File: src/pcs_params.svh
// Constants of the program-flow and indirect addressing unit
`ifndef PCS_PARAMS_SVH
`define PCS_PARAMS_SVH
`define PCS_PC_W 13
`define PCS_PAGE_LSB 11
`define PCS_DEPTH 8
`define PCS_SP_W 3
`define PCS_ADDR_INDIRECT 7'h00
`define PCS_ADDR_PCLOW 7'h02
`define PCS_ADDR_POINTER 7'h04
`define PCS_ADDR_LATCH 7'h0A
`define PCS_IRQ_VECTOR 13'h0004
`define PCS_PC_RST 13'h0000
`define PCS_LATCH_RST 8'h00
`define PCS_PTR_RST 8'h00
`define PCS_LATCH_IMPL 8'h1F
`endif

File: src/pcs_pkg.sv
// Types of the program-flow and indirect addressing unit
`include "pcs_params.svh"
package pcs_pkg;
   // Flow commands from the instruction decoder
   typedef struct packed {
      logic step;
      logic jump;
      logic call;
      logic irq;
      logic ret;
      logic [10:0] target;
   } pcs_flow_t;
   // Data-space access, direct 9-bit address
   typedef struct packed {
      logic rd;
      logic wr;
      logic [8:0] addr;
      logic [7:0] wdata;
   } pcs_acc_t;
   // Stack action of one cycle
   typedef enum logic [1:0] {
      PCS_STK_NONE = 2'b00,
      PCS_STK_PUSH = 2'b01,
      PCS_STK_POP = 2'b10
   } pcs_stk_t;
endpackage

File: src/pcs_unit.sv
// Program counter, return stack and indirect addressing unit
`timescale 1ns/1ps
`include "pcs_params.svh"
module pcs_unit (
   input wire logic mclk_i,
   input wire logic rst_i,
   input wire pcs_pkg::pcs_flow_t flow_i,
   input wire pcs_pkg::pcs_acc_t acc_i,
   input wire logic bank_bit_i,
   output logic [12:0] pc_o,
   output pcs_pkg::pcs_acc_t ext_o,
   output logic [7:0] rd_data_o,
   output logic rd_valid_o
);
   import pcs_pkg::*;

   // ----------------------------------------
   // State
   // ----------------------------------------
   logic [`PCS_PC_W-1:0] pc;
   logic [7:0] pc_high_latch;
   logic [7:0] pointer_select_reg;
   logic [`PCS_SP_W-1:0] sp;
   logic [`PCS_PC_W-1:0] stack_mem [0:`PCS_DEPTH-1];
   pcs_acc_t ext;
   logic [7:0] rd_data;
   logic rd_valid;

   // ----------------------------------------
   // Indirect address formation
   // ----------------------------------------
   logic is_indirect;
   logic [8:0] eff_addr;
   logic [6:0] eff_low;
   logic self_point;

   // Indirect port has no storage, it redirects
   assign is_indirect = (acc_i.addr[6:0] == `PCS_ADDR_INDIRECT);
   // Bank bit above pointer value
   assign eff_addr = is_indirect ? {bank_bit_i, pointer_select_reg}
                                 : acc_i.addr;
   assign eff_low = eff_addr[6:0];
   // Pointer at indirect port itself
   assign self_point = is_indirect && (pointer_select_reg == 8'h00);

   // ----------------------------------------
   // Local register decode
   // ----------------------------------------
   logic hit_pcl;
   logic hit_latch;
   logic hit_ptr;
   logic hit_local;
   logic wr_pcl;
   logic wr_latch;
   logic wr_ptr;
   logic rd_any;

   assign hit_pcl = (eff_low == `PCS_ADDR_PCLOW);
   assign hit_latch = (eff_low == `PCS_ADDR_LATCH);
   assign hit_ptr = (eff_low == `PCS_ADDR_POINTER);
   assign hit_local = hit_pcl || hit_latch || hit_ptr || self_point;
   // Self-pointed write stores nothing
   assign wr_pcl = acc_i.wr && hit_pcl && !self_point;
   assign wr_latch = acc_i.wr && hit_latch && !self_point;
   assign wr_ptr = acc_i.wr && hit_ptr && !self_point;
   assign rd_any = acc_i.rd && hit_local;

   // Local read value; upper counter bits never exposed
   logic [7:0] local_rd;
   assign local_rd = self_point ? 8'h00 :
                     hit_pcl ? pc[7:0] :
                     hit_latch ? (pc_high_latch & `PCS_LATCH_IMPL) :
                     hit_ptr ? pointer_select_reg : 8'h00;

   // ----------------------------------------
   // Stack control
   // ----------------------------------------
   pcs_stk_t stk_op;
   logic [`PCS_SP_W-1:0] sp_dec;
   logic [`PCS_PC_W-1:0] stack_top;

   // Push on call or interrupt, pop on a return with neither in the same cycle
   assign stk_op = (flow_i.irq || flow_i.call) ? PCS_STK_PUSH :
                   flow_i.ret ? PCS_STK_POP : PCS_STK_NONE;
   // Pointer wraps freely, no over- or underflow flag
   assign sp_dec = sp - 3'h1;
   assign stack_top = stack_mem[sp_dec];

   // ----------------------------------------
   // Next program counter
   // ----------------------------------------
   logic [`PCS_PC_W-1:0] pc_inc;
   logic [`PCS_PC_W-1:0] pc_branch;
   logic [`PCS_PC_W-1:0] pc_pclw;
   logic [`PCS_PC_W-1:0] next_pc;

   // Full 13-bit increment with carry into upper bits
   assign pc_inc = pc + 13'h0001;
   // Page bits from latch, offset from instruction
   assign pc_branch = {pc_high_latch[4:3], flow_i.target};
   // Low byte write loads upper bits from latch
   assign pc_pclw = {pc_high_latch[4:0], acc_i.wdata};

   // Priority: interrupt, return, call/jump, low write, step
   always_comb begin
      next_pc = pc;
      if (flow_i.irq) begin
         next_pc = `PCS_IRQ_VECTOR;
      end else if (flow_i.ret) begin
         next_pc = stack_top;
      end else if (flow_i.call || flow_i.jump) begin
         next_pc = pc_branch;
      end else if (wr_pcl) begin
         next_pc = pc_pclw;
      end else if (flow_i.step) begin
         next_pc = pc_inc;
      end
   end

   // ----------------------------------------
   // Program counter register
   // ----------------------------------------
   // Reset clears the whole counter, upper bits included
   always_ff @(posedge mclk_i or posedge rst_i) begin
      if (rst_i) begin
         pc <= `PCS_PC_RST;
      end else begin
         pc <= next_pc;
      end
   end

   // ----------------------------------------
   // Latch and pointer registers
   // ----------------------------------------
   // Latch changes only by software write, never by stack
   always_ff @(posedge mclk_i or posedge rst_i) begin
      if (rst_i) begin
         pc_high_latch <= `PCS_LATCH_RST;
      end else if (wr_latch) begin
         pc_high_latch <= acc_i.wdata & `PCS_LATCH_IMPL;
      end
   end

   // Pointer select register
   always_ff @(posedge mclk_i or posedge rst_i) begin
      if (rst_i) begin
         pointer_select_reg <= `PCS_PTR_RST;
      end else if (wr_ptr) begin
         pointer_select_reg <= acc_i.wdata;
      end
   end

   // ----------------------------------------
   // Return stack
   // ----------------------------------------
   // Hidden pointer, no software path to it
   always_ff @(posedge mclk_i or posedge rst_i) begin
      if (rst_i) begin
         sp <= '0;
      end else begin
         case (stk_op)
            PCS_STK_PUSH: begin
               sp <= sp + 3'h1;
            end
            PCS_STK_POP: begin
               sp <= sp_dec;
            end
            default: begin
               sp <= sp;
            end
         endcase
      end
   end

   // One entry per level, written on push at the pointer
   genvar gi;
   generate
      for (gi = 0; gi < `PCS_DEPTH; gi = gi + 1) begin : g_stk
         logic hit;
         assign hit = (stk_op == PCS_STK_PUSH) && (sp == `PCS_SP_W'(gi));
         always_ff @(posedge mclk_i or posedge rst_i) begin
            if (rst_i) begin
               stack_mem[gi] <= `PCS_PC_RST;
            end else if (hit) begin
               stack_mem[gi] <= pc;
            end
         end
      end
   endgenerate

   // ----------------------------------------
   // Data-space answer
   // ----------------------------------------
   // Non-local accesses go out at the effective address
   always_ff @(posedge mclk_i or posedge rst_i) begin
      if (rst_i) begin
         ext <= '0;
      end else begin
         ext.rd <= acc_i.rd && !hit_local;
         ext.wr <= acc_i.wr && !hit_local;
         ext.addr <= eff_addr;
         ext.wdata <= acc_i.wdata;
      end
   end

   // Local read data, one cycle after the access
   always_ff @(posedge mclk_i or posedge rst_i) begin
      if (rst_i) begin
         rd_data <= 8'h00;
         rd_valid <= 1'b0;
      end else begin
         rd_data <= rd_any ? local_rd : 8'h00;
         rd_valid <= rd_any;
      end
   end

   // ----------------------------------------
   // Outputs
   // ----------------------------------------
   assign pc_o = pc;
   assign ext_o = ext;
   assign rd_data_o = rd_data;
   assign rd_valid_o = rd_valid;
endmodule

File: config.mk
export PLATFORM = sky130hd
export DESIGN_NAME = pcs_unit
export DESIGN_NICKNAME = d
export VERILOG_FILES = /design/src/pcs_pkg.sv /design/src/pcs_unit.sv
export VERILOG_INCLUDE_DIRS = /design/src
export SDC_FILE = /design/constraint.sdc
export NUM_CORES = 1
export LEC_CHECK = 0
export BUFFER_PORTS_ARGS = -buffer_cell sky130_fd_sc_hd__buf_2
export CORE_MARGIN = 2
export CORE_UTILIZATION = 40
export CTS_BUF_LIST = sky130_fd_sc_hd__clkbuf_4
export CTS_CLUSTER_DIAMETER = 60
export CTS_CLUSTER_SIZE = 10
export DETAILED_ROUTE_END_ITERATION = 8
export GPL_ROUTABILITY_DRIVEN = 0
export PLACE_DENSITY = 0.62
export RECOVER_POWER = 50
export SKIP_CTS_REPAIR_TIMING = 1
export SYNTH_ARGS = -nofsm -noshare
export SYNTH_HDL_FRONTEND = slang
export SYNTH_SLANG_ARGS = --single-unit
File: constraint.sdc
create_clock -name mclk_i -period 13.1 [get_ports mclk_i]
set_clock_uncertainty 0.1 [all_clocks]
set_input_delay 1.965 -clock mclk_i [delete_from_list [all_inputs] [get_ports mclk_i]]
set_output_delay 1.965 -clock mclk_i [all_outputs]
set_load 0.01 [all_outputs]
==> results.py, run 1 <==
metrics = {
    "place": {
        "dp_cells": 870,
        "dp_slack_ns": 8.44,
        "io_buffers": 78,
        "dpl.hpwl_um": 12400,
    },
    "global_routing": {
        "track_usage": 0.192,
        "grt_pass1_vias": 5256,
        "overflow": 0,
        "grt_pass1_wl_um": 29300,
        "antenna_found_initial": 0,
        "grt_max_degree": 109,
    },
    "logic_synthesis": {
        "synthCells": 593,
        "synth_top_area_frac": 0.529,
        "synth_edf_count": 0,
        "yosys-top-cells-area": "dfrtp_1 (53%), mux2_2 (13%), mux4_2 (7.7%)",
        "synth_seq_cells": 161,
        "synth-main-ff-cell": "dfrtp_1",
        "synth.most_common_cell": "dfrtp_1",
        "syn_area_sq_mm": 0.00762,
        "async_flop_share": 1.00,
        "synth_top_area_cell": "dfrtp_1",
        "synth.avg_cell_area_sq_um": 12.8,
        "synth_cell_type_count": 56,
        "synth_commonest_cells": "dfrtp_1 (161), mux2_2 (89), nand2_1 (58)",
        "syn_nets": 639,
        "yosysSeqAreaShare": 0.529,
        "yosys_warnings": 0,
    },
    "clock_network": {
        "cts_tree": "done",
        "clock_sinks": 161,
        "clk_latency_ns": 0.59,
        "cts_root_buffer": "clkbuf_4",
        "numCtsBuffers": 17,
        "htreeDepth": 4,
        "clk_pin_slew_worst_paths_ns": 0.13,
        "clk_path_buf_depth": 2,
    },
    "floorplan": {
        "io-pin-count": 79,
        "initial_core_util": 0.407,
        "die_h_um": 142,
        "rows": 50,
        "die_area_sq_mm": 0.0202,
        "die_w_um": 142,
        "core-area_sq_mm": 0.0187,
    },
    "power": {
        "vdd_drop_max_v": 0.0000774,
        "leakage_nw": 3.85,
        "p_per_area_mw_per_mm2": 198,
    },
    "final_layout": {
        "nets": 701,
        "fill_cells": 1675,
        "drive_above_1_share": 0.347,
        "n_antenna_cell": 0,
        "area_growth_pct": 11.3,
        "stdcell_count": 902,
        "regMostFlops": "stack_mem",
        "largest_reg_flops": 104,
    },
    "sta": {
        "setup_tns_ns": 0,
        "timing.fmax_mhz": 193,
        "fin_crit_sh": 0.395,
        "finalCriticalPeriod_ns": 5.18,
        "hold_viol_final": 0,
        "layout_setup_ws_ns": 7.92,
        "setup_viol": 0,
        "relSlewSlack": -2.19,
        "rsz0062_at_grt": "no",
        "tightest_slew_ns": 4.76,
        "final_max_slew_viol_count": 118,
    },
    "critical_path": {
        "critPathLaunchType": "input port",
        "arrival_ns": 5.72,
        "path_class": "input port to async pin",
        "crit_required_ns": 13.65,
        "endpoint_kind": "async pin",
        "crit_fanout": 108,
    },
    "detailed_routing": {
        "drt_first_pass_iters": 5,
        "post_drt_wl_per_cell_um": 20.3,
        "ant_nets": 0,
        "route.detailed.drc": 0,
        "vias": 5134,
        "drt-initial-drc-count": 379,
        "drt-total-wl_um": 18300,
        "viasPerCell": 5.69,
    },
    "outcome": {
        "violations": "max-capacitance violations, max-slew violations",
        "status": "finished, violations left",
    },
    "min_path": {
        "hold_path_class": "register to register",
    },
    "flow_run": {
        "cap_violations": 2,
    },
}
-- critical path, cell delays in order --
cell	delay, ns
buf_2	0.10
clkinvlp_2	2.61
buf_4	0.90
-- final cells by class --
class / count / area (sq um) / area share
tap: 234 / 293 / 0.0345
clock buffer: 17 / 128 / 0.0151
timing repair buffer: 82 / 397 / 0.0468
multi-input combinational: 380 / 3360 / 0.397
sequential: 161 / 4030 / 0.475
inverter: 13 / 50.0 / 0.00591
clock inverter: 15 / 216 / 0.0255
-- through the flow --
step | cell area (sq um) | hold WS [ns] | power, mW | utilization
after floorplan | 7620 | 0.345 | 1.17 | -
after global placement | 8180 | 0.356 | 1.31 | 0.437
after detailed placement | 8180 | 0.371 | 1.34 | 0.437
after CTS | 8520 | 0.403 | 1.69 | 0.456
after global routing | 8470 | 0.429 | 1.78 | 0.453
final | 8470 | 0.395 | 1.67 | 0.453
-- cells in the final DEF, fill, tap and decap left out, drive strengths merged, types with 2 or more instances in the layout --
cell | netlist | layout
a21o | 5 | 5
a22oi | 8 | 8
mux4 | 26 | 26
mux2i | 20 | 20
nand2 | 59 | 59
and3 | 2 | 2
mux2 | 97 | 97
a21oi | 14 | 14
nor4 | 5 | 5
xor2 | 5 | 5
or4 | 3 | 3
or2 | 3 | 3
o211ai | 2 | 2
xnor2 | 9 | 9
nor3 | 9 | 9
a22o | 2 | 2
dfrtp | 161 | 161
a221o | 4 | 4
nor2 | 22 | 22
bufinv | 0 | 4
nand3 | 11 | 11
a41oi | 2 | 2
o31ai | 3 | 3
o21ai | 40 | 40
clkbuf | 28 | 36
buf | 11 | 63
ha | 8 | 8
clkinvlp | 0 | 3
inv | 12 | 20
a32o | 4 | 4
a211oi | 2 | 2
nor3b | 2 | 2
nand4 | 4 | 4
-- final timing paths --
path	startpoint	end	slack [ns]	cells after the start
setup / recovery	rst_i	stack_mem[73]	7.92	3
hold / removal	stack_mem[98]	stack_mem[98]	0.40	2
setup reg to reg	pointer_select_reg[3]	pc_o[8]	10.01	6
hold reg to reg	stack_mem[98]	stack_mem[98]	0.40	2
max in group mclk_i	acc_i[14]	pointer_select_reg[7]	8.60	7
min in group asynchronous	rst_i	rd_data_o[0]	2.70	2
-- cells by family after synthesis --
kind of cell / Yosys count / synth area share
buffers and inverters: 52 / 0.0273
and+or+nand+nor: 124 / 0.0861
DFF: 161 / 0.529
muxes: 143 / 0.250
AOI/OAI and AO/OA: 91 / 0.0780
adders and majority gates: 8 / 0.0131
xor gates and xnor gates: 14 / 0.0161
-- where the power goes --
part | total, mW | internal [mW] | switching, mW | leakage [nW]
sequential | 0.728 | 0.625 | 0.103 | 2.09
combinational | 0.597 | 0.303 | 0.294 | 1.58
clock | 0.350 | 0.158 | 0.192 | 0.177
-- layer usage --
metal	track usage	part of all wire
met1	0.252	0.44
met2	0.316	0.49
met3	0.0394	0.048
met4	0.0705	0.022
met5	0	0
Note: power is estimated with default switching activity, not from simulation.
==> run 2, diff against run 1 <==
clock period = 4.9 ns   (was 13.1 ns; I/O delays follow)
==> run 2 against run 1 <==
  * The flow still finishes with violations (max-capacitance violations, max-slew violations)
  * Die area stayed put
  * Design area is 0.55% lower
  * Power grew to 2.6 times the previous value
  * Wire length is 1.9% lower
  * Clock-buffer cell count stayed put
  * First-iteration DRC count is 1.6% lower
  * Critical path depth is 3 higher
  * Sequential share of layout area is 0.26 points higher
  * Highest routed layer unchanged
==> results.py, run 2 (same netlist as run 1, synthesis figures left out) <==
metrics = {
    "outcome": {
        "status": "finished, violations left",
        "violations": "max-capacitance violations, max-slew violations",
    },
    "final_layout": {
        "drive_above_1_share": 0.364,
        "final_core_util": 0.451,
        "regMostFlops": "stack_mem",
        "n_antenna_cell": 0,
        "nets": 701,
        "finalInstanceArea_sq_mm": 0.00843,
        "largest_reg_flops": 104,
        "area_growth_pct": 10.6,
        "final_cell_mix": "dfrtp_1 (161), mux2_2 (89), buf_2 (68)",
        "fill_cells": 1687,
        "final_common_cell": "dfrtp_1",
    },
    "global_routing": {
        "grt_pass1_vias": 5135,
        "antenna_found_initial": 0,
        "overflow": 0,
        "grt_pass1_wl_um": 28700,
        "grt_max_degree": 125,
        "track_usage": 0.187,
    },
    "sta": {
        "layout_setup_ws_ns": 1.49,
        "relSlewSlack": -0.226,
        "fin_crit_sh": 0.697,
        "final_max_slew_viol_count": 47,
        "tightest_slew_ns": 1.82,
        "rsz0062_at_grt": "no",
        "timing.fmax_mhz": 293,
        "finalCriticalPeriod_ns": 3.41,
        "setup_tns_ns": 0,
        "hold_viol_final": 0,
        "setup_viol": 0,
    },
    "detailed_routing": {
        "post_drt_wl_per_cell_um": 19.9,
        "viasPerCell": 5.55,
        "route.detailed.drc": 0,
        "drt-initial-drc-count": 373,
        "ant_nets": 0,
        "vias": 5007,
        "drt-total-wl_um": 17900,
        "drt_first_pass_iters": 5,
    },
    "power": {
        "total_power_mw": 4.31,
        "vdd_drop_max_v": 0.000301,
        "p_per_area_mw_per_mm2": 512,
        "leakage_nw": 3.85,
    },
    "floorplan": {
        "die_h_um": 142,
        "core-area_sq_mm": 0.0187,
        "initial_core_util": 0.407,
        "rows": 50,
        "die_area_sq_mm": 0.0202,
        "io-pin-count": 79,
        "die_w_um": 142,
    },
    "clock_network": {
        "numCtsBuffers": 17,
        "cts_root_buffer": "clkbuf_4",
        "clock_sinks": 161,
        "clk_latency_ns": 0.57,
        "clk_pin_slew_worst_paths_ns": 0.14,
        "clk_path_buf_depth": 2,
        "cts_tree": "done",
        "htreeDepth": 4,
    },
    "critical_path": {
        "critPathLaunchType": "input port",
        "crit_path_end": "pc_high_latch[2]",
        "reg2reg_depth": 6,
        "reg2reg_slack_ns": 1.87,
        "endpoint_kind": "register",
        "crit_required_ns": 5.27,
        "rr_endpoint": "pc_o[8]",
        "r2r-start": "pointer_select_reg[3]",
        "crit_fanout": 8,
        "cp-startpoint": "acc_i[14]",
        "arrival_ns": 3.78,
        "path_class": "input port to register",
    },
    "flow_run": {
        "cap_violations": 2,
    },
    "place": {
        "dpl.hpwl_um": 12300,
        "place_area_sq_mm": 0.00820,
        "dp_slack_ns": 1.49,
        "io_buffers": 78,
    },
    "min_path": {
        "hold_path_class": "input port to register",
    },
}
-- run 2: cell type report --
type / instances / area (sq um) / share of cell area
Tap cell: 234 / 293 / 0.0347
Inverter: 13 / 50.0 / 0.00594
Multi-Input combinational cell: 380 / 3360 / 0.399
Clock buffer: 17 / 128 / 0.0151
Timing Repair Buffer: 82 / 433 / 0.0514
Sequential cell: 161 / 4030 / 0.478
Clock inverter: 15 / 134 / 0.0159
-- run 2: where the power goes --
group	internal (mW)	total, mW	switching (mW)
combinational	0.832	1.63	0.793
clock	0.256	0.748	0.491
sequential	1.67	1.94	0.271
-- run 2: worst min path at each step --
stage | start | end | slack (ns) | depth (start not counted)
floorplan | stack_mem[30] | stack_mem[30] | 0.34 | 2
global placement | stack_mem[24] | stack_mem[24] | 0.36 | 2
detailed placement | stack_mem[69] | stack_mem[69] | 0.37 | 2
CTS | acc_i[1] | ext_o[1] | 0.16 | 1
global route | acc_i[5] | ext_o[5] | 0.16 | 1
finish | acc_i[1] | ext_o[1] | 0.22 | 1
-- run 2: metal layers --
layer / global-route usage / vias to the layer above / wire length (um)
li1: - / 2276 / -
met2: 0.305 / 151 / 8770
met5: 0 / - / 0
met4: 0.0621 / 0 / 338
met3: 0.0397 / 23 / 827
met1: 0.251 / 2557 / 8010
-- run 2: worst max-delay path: stages --
cell and delay (ns):
clkbuf_1 0.11, or4_1 0.60, nor4_1 1.40, nand4_4 0.27, nand3_2 0.30, mux2_2 0.36
-- run 2: stage by stage --
stage	hold WS, ns	cells
final	0.215	902
after global routing	0.162	902
after floorplan	0.345	593
after CTS	0.160	902
after global placement	0.357	870
after detailed placement	0.368	870
